--- config.mk ---
export PLATFORM = sky130hd
export DESIGN_NAME = sent_fault_reporting
export DESIGN_NICKNAME = d
export VERILOG_FILES = /design/src/sent_fault_pkg.sv /design/src/sent_frame_buf.sv /design/src/sent_fault_reporting.sv
export VERILOG_INCLUDE_DIRS = /design/src
export SDC_FILE = /design/constraint.sdc
export NUM_CORES = 1
export LEC_CHECK = 0
export ABC_AREA = 1
export ABC_CLOCK_PERIOD_IN_PS = 12010
export BUFFER_PORTS_ARGS = -buffer_cell sky130_fd_sc_hd__buf_2
export CORE_MARGIN = 2
export CORE_UTILIZATION = 45
export DETAILED_ROUTE_END_ITERATION = 16
export GPL_ROUTABILITY_DRIVEN = 0
export MAX_ROUTING_LAYER = met4
export PLACE_DENSITY_LB_ADDON = 0.2
export SYNTH_ARGS = -nofsm -noshare
export SYNTH_HDL_FRONTEND = slang
export SYNTH_HIERARCHICAL = 1
export SYNTH_SLANG_ARGS = --single-unit
--- constraint.sdc ---
create_clock -name core_clk_i -period 12.01 [get_ports core_clk_i]
set_input_delay 1.8015 -clock core_clk_i [delete_from_list [all_inputs] [get_ports core_clk_i]]
set_output_delay 1.8015 -clock core_clk_i [all_outputs]
set_load 0.01 [all_outputs]
--- src/sent_fault_defs.svh ---
// constants for the SENT fault reporting and reset sequencing block
// Function
// - init message sent once after each reset
// - switch to measured values once available
// - hard reset request executed immediately
// - soft reset after 400 ms, persisting, reported
// - before 400 ms keep repeating diagnostic message
// - flag under/overvoltage, persistent and transient
// - error code replaces fast-channel data on fault; under/overvoltage keeps measured values
// - OTP unset: 4095 everywhere, both bits, code 0
// - sensing element fault gives fast value 4091
// - signal processing fault gives fast value 4090
// - degraded accuracy gives fast value 4089
// - init phase: fast 0, code 0, bit clear
// - RAM/ROM fail: 2070, 4090 everywhere, reset
// - status bits and diagnostic carry fault detail
// - diagnostic message id 01 recurs periodically
// - undervoltage: code 32, 4089, measured value wins
`ifndef SENT_FAULT_DEFS_SVH
`define SENT_FAULT_DEFS_SVH

`define CLK_MHZ             200
`define SOFT_RESET_DELAY_MS 400
`define FRAME_PERIOD_US     1000
`define DIAG_MSG_ID         8'h01

`define FC_OTP_UNSET        12'hFFF
`define FC_SENSOR_FAULT     12'hFFB
`define FC_PROC_FAULT       12'hFFA
`define FC_DEGRADED         12'hFF9
`define FC_INIT             12'h000
`define FC_MEAS_MAX         12'hFF8

`define SLOW_CODE_NONE      12'h000
`define SLOW_CODE_MEM_FAIL  12'h816
`define SLOW_CODE_SENSOR    12'h810
`define SLOW_CODE_PROC      12'h003
`define SLOW_CODE_DEGRADED  12'h81C
`define SLOW_CODE_UNDERVOLT 12'h020
`define SLOW_CODE_OVERVOLT  12'h021

`define UV_THRESHOLD_DEF    12'h400
`define OV_THRESHOLD_DEF    12'hC00

`endif

--- src/sent_fault_pkg.sv ---
// types shared by the SENT fault reporting block
package sent_fault_pkg;

    typedef enum logic [1:0] {
        S_INIT_FIRST,
        S_INIT_WAIT,
        S_RUN
    } seq_state_t;

    typedef struct packed {
        logic [11:0] fc1;
        logic [11:0] fc2;
        logic        st_err1;
        logic        st_err2;
        logic [11:0] supp_temp;
        logic [11:0] supp_volt;
        logic [11:0] slow_code;
        logic        diag_repeat;
        logic        is_init;
    } sent_frame_t;

endpackage

--- src/sent_frame_buf.sv ---
// two-entry frame buffer, head entry drives the output directly
`timescale 1ns/1ps
module sent_frame_buf #(
    parameter int WIDTH = 8,
    parameter int DEPTH = 2
) (
    input  wire logic             core_clk_i,
    input  wire logic             reset_i,
    input  wire logic             in_valid_i,
    output logic                  in_ready_o,
    input  wire logic [WIDTH-1:0] in_data_i,
    output logic                  out_valid_o,
    input  wire logic             out_ready_i,
    output logic      [WIDTH-1:0] out_data_o
);
    generate
        if (DEPTH != 2 || WIDTH < 1)
        begin : g_bad
            $error("sent_frame_buf serves only two entries");
        end
    endgenerate

    logic [1:0]       count;
    logic [WIDTH-1:0] second;
    logic             push;
    logic             pop;

    assign in_ready_o = (count != 2'h2);
    assign push       = in_valid_i && in_ready_o;
    assign pop        = out_valid_o && out_ready_i;

    always_ff @(posedge core_clk_i or posedge reset_i)
    begin
        if (reset_i)
            count <= 2'h0;
        else
            count <= count + {1'b0, push} - {1'b0, pop};
    end

    always_ff @(posedge core_clk_i or posedge reset_i)
    begin
        if (reset_i)
            out_valid_o <= 1'b0;
        else
            out_valid_o <= (count + {1'b0, push} - {1'b0, pop}) != 2'h0;
    end

    // head refills from the second slot on pop, so the receiver never sees a gap
    always_ff @(posedge core_clk_i or posedge reset_i)
    begin
        if (reset_i)
        begin
            out_data_o <= '0;
            second     <= '0;
        end
        else
        begin
            if (pop && count == 2'h2)
                out_data_o <= second;
            else if (push && (count == 2'h0 || (pop && count == 2'h1)))
                out_data_o <= in_data_i;
            if (push && (count == 2'h2 || (count == 2'h1 && !pop)))
                second <= in_data_i;
            else if (push && pop && count == 2'h2)
                second <= in_data_i;
        end
    end
endmodule

--- src/sent_fault_reporting.sv ---
// fault coding, init message and reset sequencing ahead of the SENT framer
`timescale 1ns/1ps
`include "sent_fault_defs.svh"
module sent_fault_reporting
    import sent_fault_pkg::*;
#(
    parameter int          SOFT_HOLD_CYCLES = `SOFT_RESET_DELAY_MS * `CLK_MHZ * 1000,
    parameter int          FRAME_CYCLES     = `FRAME_PERIOD_US * `CLK_MHZ,
    parameter logic [11:0] UV_THRESHOLD     = `UV_THRESHOLD_DEF,
    parameter logic [11:0] OV_THRESHOLD     = `OV_THRESHOLD_DEF
) (
    input  wire logic        core_clk_i,
    input  wire logic        reset_i,
    input  wire logic        meas_valid_i,
    input  wire logic [11:0] pressure_i,
    input  wire logic [11:0] temperature_i,
    input  wire logic [11:0] ref_temp_i,
    input  wire logic        supply_valid_i,
    input  wire logic [11:0] supply_level_i,
    input  wire logic        otp_unset_i,
    input  wire logic        mem_check_fail_i,
    input  wire logic        sensor_fault_i,
    input  wire logic        proc_fault_i,
    input  wire logic        degraded_i,
    input  wire logic        hard_reset_req_i,
    input  wire logic        slow_diag_sent_i,
    input  wire logic [11:0] slow_diag_code_i,
    output sent_frame_t      frame_o,
    output logic             frame_valid_o,
    input  wire logic        frame_ready_i,
    output logic             core_reset_o,
    output logic             init_active_o
);
    localparam int UPW = $clog2(SOFT_HOLD_CYCLES + 1);
    localparam int FDW = $clog2(FRAME_CYCLES);

    generate
        if (SOFT_HOLD_CYCLES < 1 || FRAME_CYCLES < 2)
        begin : g_bad
            $error("hold-off and frame period must be positive");
        end
    endgenerate

    seq_state_t  state;
    sent_frame_t next_frame;
    logic [UPW-1:0] uptime;
    logic [FDW-1:0] frame_div;
    logic        uptime_done;
    logic        frame_tick;
    logic        push_pend;
    logic        buf_ready;
    logic        push_fire;
    logic        uv_now;
    logic        ov_now;
    logic        uv_seen;
    logic        ov_seen;
    logic        uv_flag;
    logic        ov_flag;
    logic        reset_fault;
    logic        diag_reported;
    logic        soft_go;
    logic        hard_go;

    assign uptime_done = (uptime == UPW'(SOFT_HOLD_CYCLES));
    assign push_fire   = push_pend && buf_ready;
    assign uv_now      = supply_valid_i && (supply_level_i < UV_THRESHOLD);
    assign ov_now      = supply_valid_i && (supply_level_i > OV_THRESHOLD);
    assign uv_flag     = uv_now || uv_seen;
    assign ov_flag     = ov_now || ov_seen;
    // faults whose reset flag is set; the production stage never takes a soft reset
    assign reset_fault = !otp_unset_i && (mem_check_fail_i || sensor_fault_i || proc_fault_i);
    assign soft_go     = reset_fault && uptime_done && diag_reported;
    assign hard_go     = hard_reset_req_i;

    // power-on reference: only reset_i restarts it, internal resets do not
    always_ff @(posedge core_clk_i or posedge reset_i)
    begin
        if (reset_i)
            uptime <= '0;
        else if (!uptime_done)
            uptime <= uptime + UPW'(1);
    end

    always_ff @(posedge core_clk_i or posedge reset_i)
    begin
        if (reset_i)
        begin
            frame_div  <= '0;
            frame_tick <= 1'b0;
        end
        else
        begin
            frame_tick <= (frame_div == FDW'(FRAME_CYCLES - 1));
            if (frame_div == FDW'(FRAME_CYCLES - 1))
                frame_div <= '0;
            else
                frame_div <= frame_div + FDW'(1);
        end
    end

    // a tick that meets a full buffer waits instead of being dropped
    always_ff @(posedge core_clk_i or posedge reset_i)
    begin
        if (reset_i)
            push_pend <= 1'b0;
        else if (frame_tick)
            push_pend <= 1'b1;
        else if (push_fire)
            push_pend <= 1'b0;
    end

    // short excursions are held until the slow channel has carried them
    always_ff @(posedge core_clk_i or posedge reset_i)
    begin
        if (reset_i)
        begin
            uv_seen <= 1'b0;
            ov_seen <= 1'b0;
        end
        else
        begin
            if (uv_now)
                uv_seen <= 1'b1;
            else if (slow_diag_sent_i && slow_diag_code_i == `SLOW_CODE_UNDERVOLT)
                uv_seen <= 1'b0;
            if (ov_now)
                ov_seen <= 1'b1;
            else if (slow_diag_sent_i && slow_diag_code_i == `SLOW_CODE_OVERVOLT)
                ov_seen <= 1'b0;
        end
    end

    // cause counts as reported once the diagnostic went out with this code
    always_ff @(posedge core_clk_i or posedge reset_i)
    begin
        if (reset_i)
            diag_reported <= 1'b0;
        // a taken reset consumes the report, else the next cycle would reset again
        else if (hard_go || soft_go)
            diag_reported <= 1'b0;
        else if (reset_fault && slow_diag_sent_i && slow_diag_code_i == next_frame.slow_code)
            diag_reported <= 1'b1;
        else if (!reset_fault)
            diag_reported <= 1'b0;
    end

    always_ff @(posedge core_clk_i or posedge reset_i)
    begin
        if (reset_i)
            core_reset_o <= 1'b0;
        else
            core_reset_o <= hard_go || soft_go;
    end

    always_ff @(posedge core_clk_i or posedge reset_i)
    begin
        if (reset_i)
            state <= S_INIT_FIRST;
        else if (hard_go || soft_go)
            state <= S_INIT_FIRST;
        else
        begin
            unique case (state)
                S_INIT_FIRST:
                    if (push_fire)
                        state <= meas_valid_i ? S_RUN : S_INIT_WAIT;
                S_INIT_WAIT:
                    if (meas_valid_i)
                        state <= S_RUN;
                S_RUN:
                    state <= S_RUN;
            endcase
        end
    end

    always_ff @(posedge core_clk_i or posedge reset_i)
    begin
        if (reset_i)
            init_active_o <= 1'b1;
        else
            init_active_o <= (hard_go || soft_go) || (state != S_RUN && !(state == S_INIT_WAIT && meas_valid_i)
                             && !(state == S_INIT_FIRST && push_fire && meas_valid_i));
    end

    always_comb
    begin
        next_frame             = '0;
        // measured values stop below the error codes
        next_frame.fc1         = (pressure_i > `FC_MEAS_MAX) ? `FC_MEAS_MAX : pressure_i;
        next_frame.fc2         = (temperature_i > `FC_MEAS_MAX) ? `FC_MEAS_MAX : temperature_i;
        next_frame.supp_temp   = (ref_temp_i > `FC_MEAS_MAX) ? `FC_MEAS_MAX : ref_temp_i;
        next_frame.supp_volt   = (supply_level_i > `FC_MEAS_MAX) ? `FC_MEAS_MAX : supply_level_i;
        next_frame.slow_code   = `SLOW_CODE_NONE;
        next_frame.diag_repeat = reset_fault;
        if (state != S_RUN)
        begin
            next_frame.fc1     = `FC_INIT;
            next_frame.fc2     = `FC_INIT;
            next_frame.st_err1 = 1'b0;
            next_frame.is_init = (state == S_INIT_FIRST);
        end
        else if (otp_unset_i)
        begin
            next_frame.fc1       = `FC_OTP_UNSET;
            next_frame.fc2       = `FC_OTP_UNSET;
            next_frame.supp_temp = `FC_OTP_UNSET;
            next_frame.supp_volt = `FC_OTP_UNSET;
            next_frame.st_err1   = 1'b1;
            next_frame.st_err2   = 1'b1;
        end
        else if (mem_check_fail_i)
        begin
            next_frame.fc1       = `FC_PROC_FAULT;
            next_frame.fc2       = `FC_PROC_FAULT;
            next_frame.supp_temp = `FC_PROC_FAULT;
            next_frame.supp_volt = `FC_PROC_FAULT;
            next_frame.st_err1   = 1'b1;
            next_frame.st_err2   = 1'b1;
            next_frame.slow_code = `SLOW_CODE_MEM_FAIL;
        end
        else if (proc_fault_i)
        begin
            next_frame.fc1       = `FC_PROC_FAULT;
            next_frame.fc2       = `FC_PROC_FAULT;
            next_frame.supp_temp = `FC_PROC_FAULT;
            next_frame.supp_volt = `FC_PROC_FAULT;
            next_frame.st_err1   = 1'b1;
            next_frame.st_err2   = 1'b1;
            next_frame.slow_code = `SLOW_CODE_PROC;
        end
        else if (sensor_fault_i)
        begin
            next_frame.fc1       = `FC_SENSOR_FAULT;
            next_frame.st_err1   = 1'b1;
            next_frame.slow_code = `SLOW_CODE_SENSOR;
        end
        else if (degraded_i)
        begin
            next_frame.fc1       = `FC_DEGRADED;
            next_frame.st_err1   = 1'b1;
            next_frame.slow_code = `SLOW_CODE_DEGRADED;
        end
        else if (uv_flag || ov_flag)
        begin
            // measured value keeps the fast channels, only detail changes
            next_frame.supp_volt = `FC_DEGRADED;
            next_frame.st_err1   = 1'b1;
            next_frame.st_err2   = 1'b1;
            next_frame.slow_code = uv_flag ? `SLOW_CODE_UNDERVOLT : `SLOW_CODE_OVERVOLT;
        end
    end

    sent_frame_buf #(
        .WIDTH ($bits(sent_frame_t)),
        .DEPTH (2)
    ) u_buf (
        .core_clk_i  (core_clk_i),
        .reset_i     (reset_i),
        .in_valid_i  (push_pend),
        .in_ready_o  (buf_ready),
        .in_data_i   (next_frame),
        .out_valid_o (frame_valid_o),
        .out_ready_i (frame_ready_i),
        .out_data_o  (frame_o)
    );
endmodule

* Yosys cells after proc, flatten, opt, wreduce, memory -nomap -nowiden *
Cells that the tools add are included.

storage, ports and cells
  flip-flop bits (word level) = 185
  output and inout port bits = 67
  word-level logic and storage cells = 142

cells by class
  $add $sub $neg = 4
  $lt $le $gt $ge = 6
  equality and inequality tests = 14
  muxes and demuxes = 59
  reduce and logical (&&, ||, !) cells = 45

operators with widths
  kind                   count
  $mux 64                4
  $mux 24                8
  $mux 12                14
  $mux 62                1
  $gt 12x12->1 const B   5
  $mux 50                1
  $mux 37                1
  $add 27x1->27 const B  1
  $eq 27x27->1 const B   1
  $mux 25                1
  $eq 12x6->1 const B    2
  $mux 2                 12
  $logic_and 1x1->1      23
  $add 18x1->18 const B  1
  $eq 18x18->1 const B   1
  $mux 18                1
  $mux 1                 15
  $eq 12x12->1           1
  $lt 12x11->1 const B   1
  $reduce_bool 2->1      6
  $logic_or 1x1->1       9
  $ne 3x3->1 const B     2
  $pmux 2 s3             1
  $eq 2x1->1 const B     2
  8 further kinds        14

* Depth between registers and ports, before layout *
Gate-level depths: netlist of the first run.

  depth after elaboration = 21
  mapped depth = 15
  gate-level depth less buffers = 14

* Cells and area by module *
The synthesis of the first run kept the hierarchy.

by module, submodules not included
  module                instances  cells each  area each (sq um)
  sent_frame_buf        1          779         5901.9
  sent_fault_reporting  1          498         3603.5

* Worst setup path before layout of the first run *
Ideal clock, no wire load.

  path type = input to register
  start = in proc_fault_i
  end = reg u_buf.out_data_o[18]
  library setup time = 0.116 ns
  arrival = 3.166 ns
  data required time = 11.894 ns
  setup slack = 8.728 ns
  stages on the path = 12
  path buffers = 0
  cell sequence = nor2_1 inv_1 nor2_1 inv_1 nand2_1 nand2_1 nor2_1 nand2_1 nand2_1 nand2_1 nand2_1 nand2_1

RTL lines
  item                  RTL line                    source
  from (decl)           sent_fault_reporting.sv:23  input wire logic proc_fault_i,
  to (signal assigned)  sent_frame_buf.sv:59        out_data_o <= second;
  to (signal assigned)  sent_frame_buf.sv:61        out_data_o <= in_data_i;
  to (decl)             sent_frame_buf.sv:14        output logic [WIDTH-1:0] out_data_o

==> flow_summary.toml, run 1 <==
[outcome]
status = "finished clean"

[yosys]
yosys.area.top_type = "dfrtp_1"
yosys_register_bits = 185
avgSynthCellArea_um2 = 7.444
synthesis.area_um2 = 9505
synth_area_leaders = "dfrtp_1 48%, nand2_1 25%, inv_1 4.1%"
yosys.area.top_type_share_pct = 48.44
netlist_instances = 1277
ys_seq_area_share_pct = 48.72
yosysUniqueCellTypes = 41
yosysWarnings = 6

[power]
p_per_area_nw_per_um2 = 112.7
power_switching_mw = 0.2828
vdd_ir_drop_max_v = 0.00009929
p_comb_share_pct = 4.6
p_int_mw = 0.9568
p_clk_share_pct = 44.5
seqPwrFrac_pct = 50.9
sw_frac_of_total_pct = 22.82
p_leak_nw = 6.286
power_mw = 1.240

[clocking]
cts.htree.levels = 4
ctsResizeCount = 0
cts-root-buf = "clkbuf_16"
clkSinkCount = 185
post-cts-setup-buffers = 0
cts_tree = "built"
clkLatencyLatePin_ns = 0.42
cts_buffer_depth = 2
postCtsHoldBufs = 0
clkSlewWorstSetupHoldPaths_ns = 0.07
cts_made_buffers = 17

[floorplan]
die-area_um2 = 22300
rows = 53
coreArea_um2 = 20890
die_w_um = 149.3
start_util_pct = 45.50
boundaryPins = 139
die_h_um = 149.3

[timing]
fin_tns_setup_ns = 0
fmax_mhz = 238.3
fin_crit_sh_pct = 34.94
worst_pin_slew_ns = 0.9785
setup_violations = 0
slew_viol_final = 0
fin_ws_ns = 7.814
rsz0062_at_grt = "false"
fin_crit_ns = 4.196
slew_headroom_pct = 33.08
fin_skew_ns = 0.009855
worst_hold_slack_ns = 0.4279
final_hold_viol_count = 0

[critical_path]
cpLargestDelayFamily = "simple AND/OR/NAND/NOR gates"
crit_top_cell = "nand2_1"
rr_worst_depth = 14
crit_required_ns = 12.32
crit_type = "primary input to register"
slowest_stage = "nor2_1"
path_depth = 13
worstSetupStartpointType = "primary input"
r2r-start = "state[0]"
worstPathCellList = "buf_2 > nor2_1 > inv_1 > nor2_1 > inv_1 > nand2_1 > nand2_1 > nor2_1 > nand2_1 > nand2_1 > nand2_1 > nand2_1 > nand2_1"
regToRegEndpoint = "diag_reported"
regToRegSetupSlack_ns = 9.34
crit_arrival_ns = 4.51
cp_slowest_stage_delay_ns = 0.50
worstPathBufferInverterCount = 3
endpoint_kind = "register"
cp_max_fo = 14

[global_routing]
overflow = 0
grt_pass1_wl_um = 40250
track_usage_pct = 23.39
grt_max_degree = 79
antenna_found_initial = 4
grt_pass1_vias = 8006

[cells_and_area]
nFillCells = 2069
final_cell_mix = "623 x nand2_1, 184 x dfrtp_1, 138 x buf_2, 102 x inv_1, 52 x nor2_1"
syn_to_final_growth_pct = 15.68
layout_commonest_cell = "nand2_1"
layout.cells.non_filler = 1694
drive_gt1_share_pct = 15.19
finalInstanceArea_um2 = 11000
fin_util_pct = 52.64
nNetsFinal = 1482

[route]
drt-initial-drc-count = 577
drt-pass1-iter-count = 5
ant_nets = 0
vias_per_cell = 4.917
wl_per_cell_um = 14.25
dr_total_vias = 8329
drc = 0
routed_wl_um = 24150

[placement]
io_buffer_count = 138
dpl-instance-area_um2 = 10410
dp_hpwl_um = 16000
placedCellCount = 1658
dpl_worst_slack_ns = 7.464

[min_path]
hold_path_class = "register to register"
min_from = "frame_tick"
worstHoldEndpoint = "push_pend"
holdPathStages = 1

[run]
cap_violations = 0
## cells in the mapped netlist
| cell type | count |
|---|---|
| xor2_1 | 24 |
| o31ai_1 | 3 |
| o21bai_1 | 3 |
| a31oi_1 | 9 |
| clkbuf_2 | 6 |
| buf_1 | 3 |
| nand4_1 | 17 |
| nand2_1 | 625 |
| or2_4 | 1 |
| conb_1 | 1 |
| dfrtp_1 | 184 |
| a31o_2 | 1 |
| nand3_4 | 1 |
| a2111oi_0 | 2 |
| a21oi_1 | 18 |
| and3_1 | 1 |
| buf_4 | 1 |
| or2_2 | 4 |
| buf_2 | 34 |
| nor3_4 | 1 |
| dfstp_2 | 1 |
| nor3_1 | 10 |
| nand2_2 | 4 |
| a21oi_4 | 1 |
| o21ai_0 | 38 |
| nor3b_4 | 1 |
| nand4_2 | 1 |
| nand3_1 | 25 |
| nor2_1 | 52 |
| o21ai_1 | 45 |
| ha_1 | 8 |
| xnor2_1 | 12 |
| inv_1 | 104 |
| clkbuf_1 | 6 |
| a21o_1 | 1 |
| inv_2 | 5 |
| nand3_2 | 3 |
| nor4_1 | 8 |
| nand3b_1 | 3 |
| nor2_4 | 6 |
| nor2_2 | 4 |
## kinds of logic (layout without fill, tap and decap cells)
| logic type | Yosys count | after routing | synth area share (%) |
|---|---|---|---|
| AOI/OAI and AO/OA | 121 | 121 | 6.911 |
| xor gates and xnor gates | 36 | 36 | 3.317 |
| adders and majority gates | 8 | 8 | 1.053 |
| buffers and inverters | 159 | 288 | 6.845 |
| DFF | 185 | 185 | 48.72 |
| other | 1 | 14 | 0.03945 |
| and+or+nand+nor | 767 | 767 | 33.12 |
## power by group through the flow
stage               registers (mW)  clock network (mW)  logic, mW
global route                 0.632               0.590     0.0656
detailed placement           0.643                   0     0.0575
CTS                          0.631               0.563     0.0579
finish                       0.631               0.551     0.0569
floorplan                    0.643                   0     0.0309
global placement             0.643                   0     0.0571
## worst reg2reg max path, delay by kind of cell, from the launching register on
kind / cells / cell delay [ns]
fa+ha+maj: 1 / 0.53
buf+inv: 1 / 0.11
flops: 1 / 0.39
simple gates: 12 / 1.56
## how the worst max path moves through the flow
| stage | startpoint | endpoint | slack [ns] |
|---|---|---|---|
| floorplan | reset_i | u_buf/count[0] | 6.71 |
| global placement | proc_fault_i | u_buf/out_data_o[22] | 7.59 |
| detailed placement | proc_fault_i | u_buf/out_data_o[25] | 7.46 |
| CTS | proc_fault_i | u_buf/out_data_o[25] | 7.88 |
| global route | proc_fault_i | u_buf/out_data_o[20] | 7.60 |
| finish | proc_fault_i | u_buf/out_data_o[25] | 7.81 |
## sequential cells by signal, indices dropped and copies added, names as in the netlist
name and flops:
frame_div 18, uv_seen 1, diag_reported 1, u_buf/second 64, uptime 27, state 2, u_buf/count 2, u_buf/out_data_o 64
u_buf/out_valid_o 1, frame_tick 1, ov_seen 1, push_pend 1, core_reset_o 1, init_active_o 1
## cell type report
cell class	instances	area, µm²	share of cell area, %
clock inverter	9	87.58	0.7965
tap	275	344.1	3.129
sequential	185	4631	42.11
timing repair buffer	147	758.2	6.896
clock buffer	23	488.0	4.438
antenna	4	10.01	0.09103
inverter	109	414.1	3.767
multi-input combinational	942	4263	38.77
## layer usage
layer / vias to the layer above / track usage [%] / share of wire (%)
met5: - / - / 0
met4: 0 / 5.905 / 1.3
met3: 23 / 4.862 / 6.6
met2: 235 / 35.85 / 46
met1: 3874 / 31.98 / 46
li1: 4197 / - / -
(Power assumes the default switching activity.)
==> run 2: changes to the inputs <==
- ABC_CLOCK_PERIOD_IN_PS: 12010 -> 3910
- clock period: 12.01 -> 3.91 ns (I/O delays scaled with it)
==> flow_summary.toml, run 2 (synthesis gave the netlist of run 1 again) <==
[placement]
io_buffer_count = 138
dp_hpwl_um = 16640
dpl_worst_slack_ns = 0.7979

[global_routing]
grt_max_degree = 54
antenna_found_initial = 3
grt_pass1_vias = 8098
grt_pass1_wl_um = 40220
track_usage_pct = 23.38
overflow = 0

[floorplan]
die-area_um2 = 22300
die_h_um = 149.3
start_util_pct = 45.50
coreArea_um2 = 20890
rows = 53
boundaryPins = 139
die_w_um = 149.3

[route]
drt-pass1-iter-count = 5
drt-initial-drc-count = 510
ant_nets = 0
drc = 0
vias_per_cell = 4.913
routed_wl_um = 23980
dr_total_vias = 8337
wl_per_cell_um = 14.13

[run]
cap_violations = 0

[critical_path]
crit_start = "mem_check_fail_i"
crit_arrival_ns = 3.01
crit_required_ns = 4.24
endpoint = "u_buf/out_data_o[20]"
rr_worst_depth = 14
crit_top_cell = "nand2_1"
slowest_stage = "nand2_1"
regToRegSetupSlack_ns = 1.37
worstSetupStartpointType = "primary input"
crit_type = "primary input to register"
endpoint_kind = "register"
regToRegEndpoint = "diag_reported"
r2r-start = "state[0]"
worstPathCellList = "buf_2 > nor2_1 > inv_1 > nor2_1 > inv_1 > nand2_1 > nand2_1 > nor2_1 > nand2_1 > nand2_1 > nand2_1 > nand2_1 > nand2_1"
cp_slowest_stage_delay_ns = 0.41
cp_max_fo = 14

[clocking]
cts-root-buf = "clkbuf_16"
ctsResizeCount = 0
clkSinkCount = 185
clkSlewWorstSetupHoldPaths_ns = 0.07
cts_tree = "built"
postCtsHoldBufs = 0
cts_buffer_depth = 2
post-cts-setup-buffers = 0
cts_made_buffers = 17
cts.htree.levels = 4
clkLatencyLatePin_ns = 0.43

[timing]
fin_tns_setup_ns = 0
final_hold_viol_count = 0
rsz0062_at_grt = "false"
worst_hold_slack_ns = 0.3671
slew_headroom_pct = 36.00
fin_crit_ns = 2.678
fin_crit_sh_pct = 68.49
setup_violations = 0
fin_skew_ns = 0.008840
fin_ws_ns = 1.232
slew_viol_final = 0
worst_pin_slew_ns = 0.9581
fmax_mhz = 373.4

[power]
p_clk_share_pct = 44.2
p_leak_nw = 6.317
seqPwrFrac_pct = 51.1
vdd_ir_drop_max_v = 0.0003168
p_int_mw = 2.922
power_mw = 3.797
p_comb_share_pct = 4.7
sw_frac_of_total_pct = 23.04
power_switching_mw = 0.8750
p_per_area_nw_per_um2 = 343.2

[cells_and_area]
layout_commonest_cell = "nand2_1"
final_cell_mix = "623 x nand2_1, 184 x dfrtp_1, 138 x buf_2, 102 x inv_1, 52 x nor2_1"
reg_top3 = "u_buf/out_data_o x64, u_buf/second x64, uptime x27"
syn_to_final_growth_pct = 16.39
nNetsFinal = 1486
drive_gt1_share_pct = 15.43

[outcome]
status = "finished clean"

[min_path]
hold_path_class = "primary input to async pin"
[run 2: cell count changes in the layout (fill, tap and decap cells not counted)]
| cell | before | now |
|---|---|---|
| buf_12 | 0 | 4 |
| clkbuf_8 | 4 | 3 |
| clkinv_2 | 3 | 4 |
| clkinv_4 | 1 | 2 |
| clkinvlp_4 | 1 | 2 |
| diode_2 | 4 | 3 |
| inv_6 | 4 | 2 |
[run 2: cell type report]
cell class,count,area (µm²)
multi-input combinational,942,4263
sequential,185,4631
timing repair buffer,151,838.3
clock inverter,10,92.59
fill,2056,9826
inverter,109,412.9
tap,275,344.1
clock buffer,22,474.2
antenna,3,7.507
[run 2: power groups by stage]
stage / sequential, mW / clock (mW) / combinational [mW]
floorplan: 1.97 / 0 / 0.0953
global placement: 1.97 / 0 / 0.179
detailed placement: 1.98 / 0 / 0.181
CTS: 1.94 / 1.71 / 0.182
global route: 1.94 / 1.79 / 0.206
finish: 1.94 / 1.68 / 0.179
[run 2: how the worst min path moves through the flow]
stage	cells past startpoint	startpoint	endpoint
final	2	reset_i	u_buf/out_data_o[0]
after global routing	2	reset_i	u_buf/out_data_o[0]
after CTS	2	reset_i	u_buf/out_data_o[0]
after detailed placement	1	frame_tick	push_pend
after global placement	1	frame_tick	push_pend
after floorplan	1	frame_tick	push_pend
[run 2: routing by layer]
layer  GRT usage [%]  vias up  routed length (µm)
li1                -     4215                   -
met1           30.79     3884               11110
met2           37.00      204               11000
met3           4.373       34                1441
met4           6.952        0                 427
met5               -        -                   0
[run 2: critical path: cells and delay by family]
family / cells / cell delay (ns)
buffers and inverters: 3 / 0.45
AND/OR/NAND/NOR: 10 / 1.98
[run 2: through the flow]
stage / area (µm²) / utilization (%) / std cells
after floorplan: 9543 / - / 1286
after global placement: 10490 / 50.21 / 1662
after detailed placement: 10490 / 50.21 / 1662
after CTS: 11060 / 52.93 / 1694
after global routing: 11060 / 52.96 / 1697
final: 11060 / 52.96 / 1697
==> run 3: changes to the inputs <==
- ABC_CLOCK_PERIOD_IN_PS: 3910 -> 2520
- clock period: 3.91 -> 2.52 ns (I/O delays scaled with it)
==> flow_summary.toml, run 3 (synthesis gave the netlist of run 1 again) <==
[outcome]
status = "finished clean"

[global_routing]
grt_pass1_wl_um = 40320
grt_use_met3_pct = 4.404
overflow = 0
track_usage_pct = 23.62
grtUsageMet2_pct = 36.91
antenna_found_initial = 4
met1_usage_pct = 31.52
grt_pass1_vias = 8129
grt_max_degree = 76
grt_busiest_layer = "met2"

[route]
routed_wl_um = 24390
drt-pass1-iter-count = 7
drc = 0
dr_total_vias = 8444
vias_per_cell = 4.941
drt-initial-drc-count = 604
wl_per_cell_um = 14.27
ant_nets = 0

[timing]
worst_pin_slew_ns = 0.7700
worst_hold_slack_ns = 0.03442
fin_tns_setup_ns = 0
fin_skew_ns = 0.007390
slew_viol_final = 0
setup_violations = 0
fin_crit_sh_pct = 84.81
fin_crit_ns = 2.137
final_hold_viol_count = 0
slew_headroom_pct = 48.19
rsz0062_at_grt = "false"
fmax_mhz = 467.9

[min_path]
hold_path_class = "primary input to async pin"

[run]
cap_violations = 0

[floorplan]
die-area_um2 = 22300
die_h_um = 149.3
rows = 53
boundaryPins = 139
start_util_pct = 45.50
coreArea_um2 = 20890
die_w_um = 149.3

[critical_path]
cp_slowest_stage_delay_ns = 0.40
worstSetupStartpointType = "register"
slowest_stage = "dfrtp_1"
regToRegSetupSlack_ns = 0.38
crit_required_ns = 2.88
endpoint_kind = "register"
crit_type = "register to register"
rr_worst_depth = 14
r2r-start = "state[0]"
crit_top_cell = "nor2_1"
cp_max_fo = 7
regToRegEndpoint = "diag_reported"
worstPathCellList = "inv_1 > ha_1 > nand2_1 > nor2_1 > nand2_1 > nand2_1 > nand2_1 > nor2_1 > nand3_1 > nor2_1 > nand3_1 > nor2_1 > nor2_1 > nor2_1"
crit_arrival_ns = 2.50

[power]
seqPwrFrac_pct = 47.9
p_comb_share_pct = 4.5
p_leak_nw = 6.417
p_int_mw = 4.897
power_mw = 6.283
sw_frac_of_total_pct = 22.07
p_per_area_nw_per_um2 = 557.2
vdd_ir_drop_max_v = 0.0004201
p_clk_share_pct = 47.6
power_switching_mw = 1.386

[cells_and_area]
syn_to_final_growth_pct = 18.63
layout.cells.non_filler = 1709
reg_top3 = "u_buf/out_data_o x64, u_buf/second x64, uptime x27"
drive_gt1_share_pct = 16.15
nFillCells = 2054
nNetsFinal = 1497
final_cell_mix = "623 x nand2_1, 184 x dfrtp_1, 138 x buf_2, 102 x inv_1, 52 x nor2_1"
layout_commonest_cell = "nand2_1"

[clocking]
cts_made_buffers = 17
post-cts-setup-buffers = 0
clkSinkCount = 185
postCtsHoldBufs = 0
ctsResizeCount = 0
clkLatencyLatePin_ns = 0.43
cts_tree = "built"
clkSlewWorstSetupHoldPaths_ns = 0.07
cts-root-buf = "clkbuf_16"
cts_buffer_depth = 2
cts.htree.levels = 4

[placement]
placedCellCount = 1673
io_buffer_count = 138
dp_hpwl_um = 16490
==> run 3: per-stage QoR <==
step / util [%] / worst slack [ns] / cell area, µm²
floorplan: - / 0.5188 / 9543
global placement: 50.79 / 0.3064 / 10610
detailed placement: 50.79 / 0.2602 / 10610
CTS: 53.93 / 0.4099 / 11270
global route: 53.98 / 0.1123 / 11280
finish: 53.98 / 0.3827 / 11280
==> run 3: cell type report <==
type / instances / area (µm²) / area share (%)
Clock buffer: 19 / 442.9 / 3.928
Clock inverter: 13 / 214.0 / 1.897
Multi-Input combinational cell: 942 / 4263 / 37.81
Tap cell: 275 / 344.1 / 3.051
Timing Repair Buffer: 162 / 958.4 / 8.500
Inverter: 109 / 412.9 / 3.662
Antenna cell: 4 / 10.01 / 0.08877
Sequential cell: 185 / 4631 / 41.07
==> run 3: worst max-delay path, delay by kind of cell, from the launching register on <==
family        cells  cell delay [ns]
simple gates     12             1.25
flops             1             0.40
fa+ha+maj         1             0.32
buf+inv           1             0.11
==> run 3: routing by layer <==
metal	up-vias	wire, µm
met5	-	0
met2	192	11210
met1	3978	11470
met3	24	1330
met4	0	380
li1	4250	-
==> run 3: worst max-delay path by stage <==
stage / from / end / cells past startpoint
global placement: supply_level_i[0] / u_buf/out_data_o[18] / 13
finish: state[0] / diag_reported / 14
floorplan: reset_i / u_buf/count[0] / 1
global route: state[0] / diag_reported / 14
CTS: state[0] / diag_reported / 14
detailed placement: supply_level_i[0] / u_buf/out_data_o[24] / 13
==> run 3: power groups by stage <==
stage	Combinational [mW]	Sequential, mW	Clock [mW]
after floorplan	0.148	3.06	0
after detailed placement	0.285	3.07	0
after global placement	0.283	3.06	0
final	0.282	3.01	2.99
after global routing	0.326	3.01	3.19
after CTS	0.286	3.01	3.05
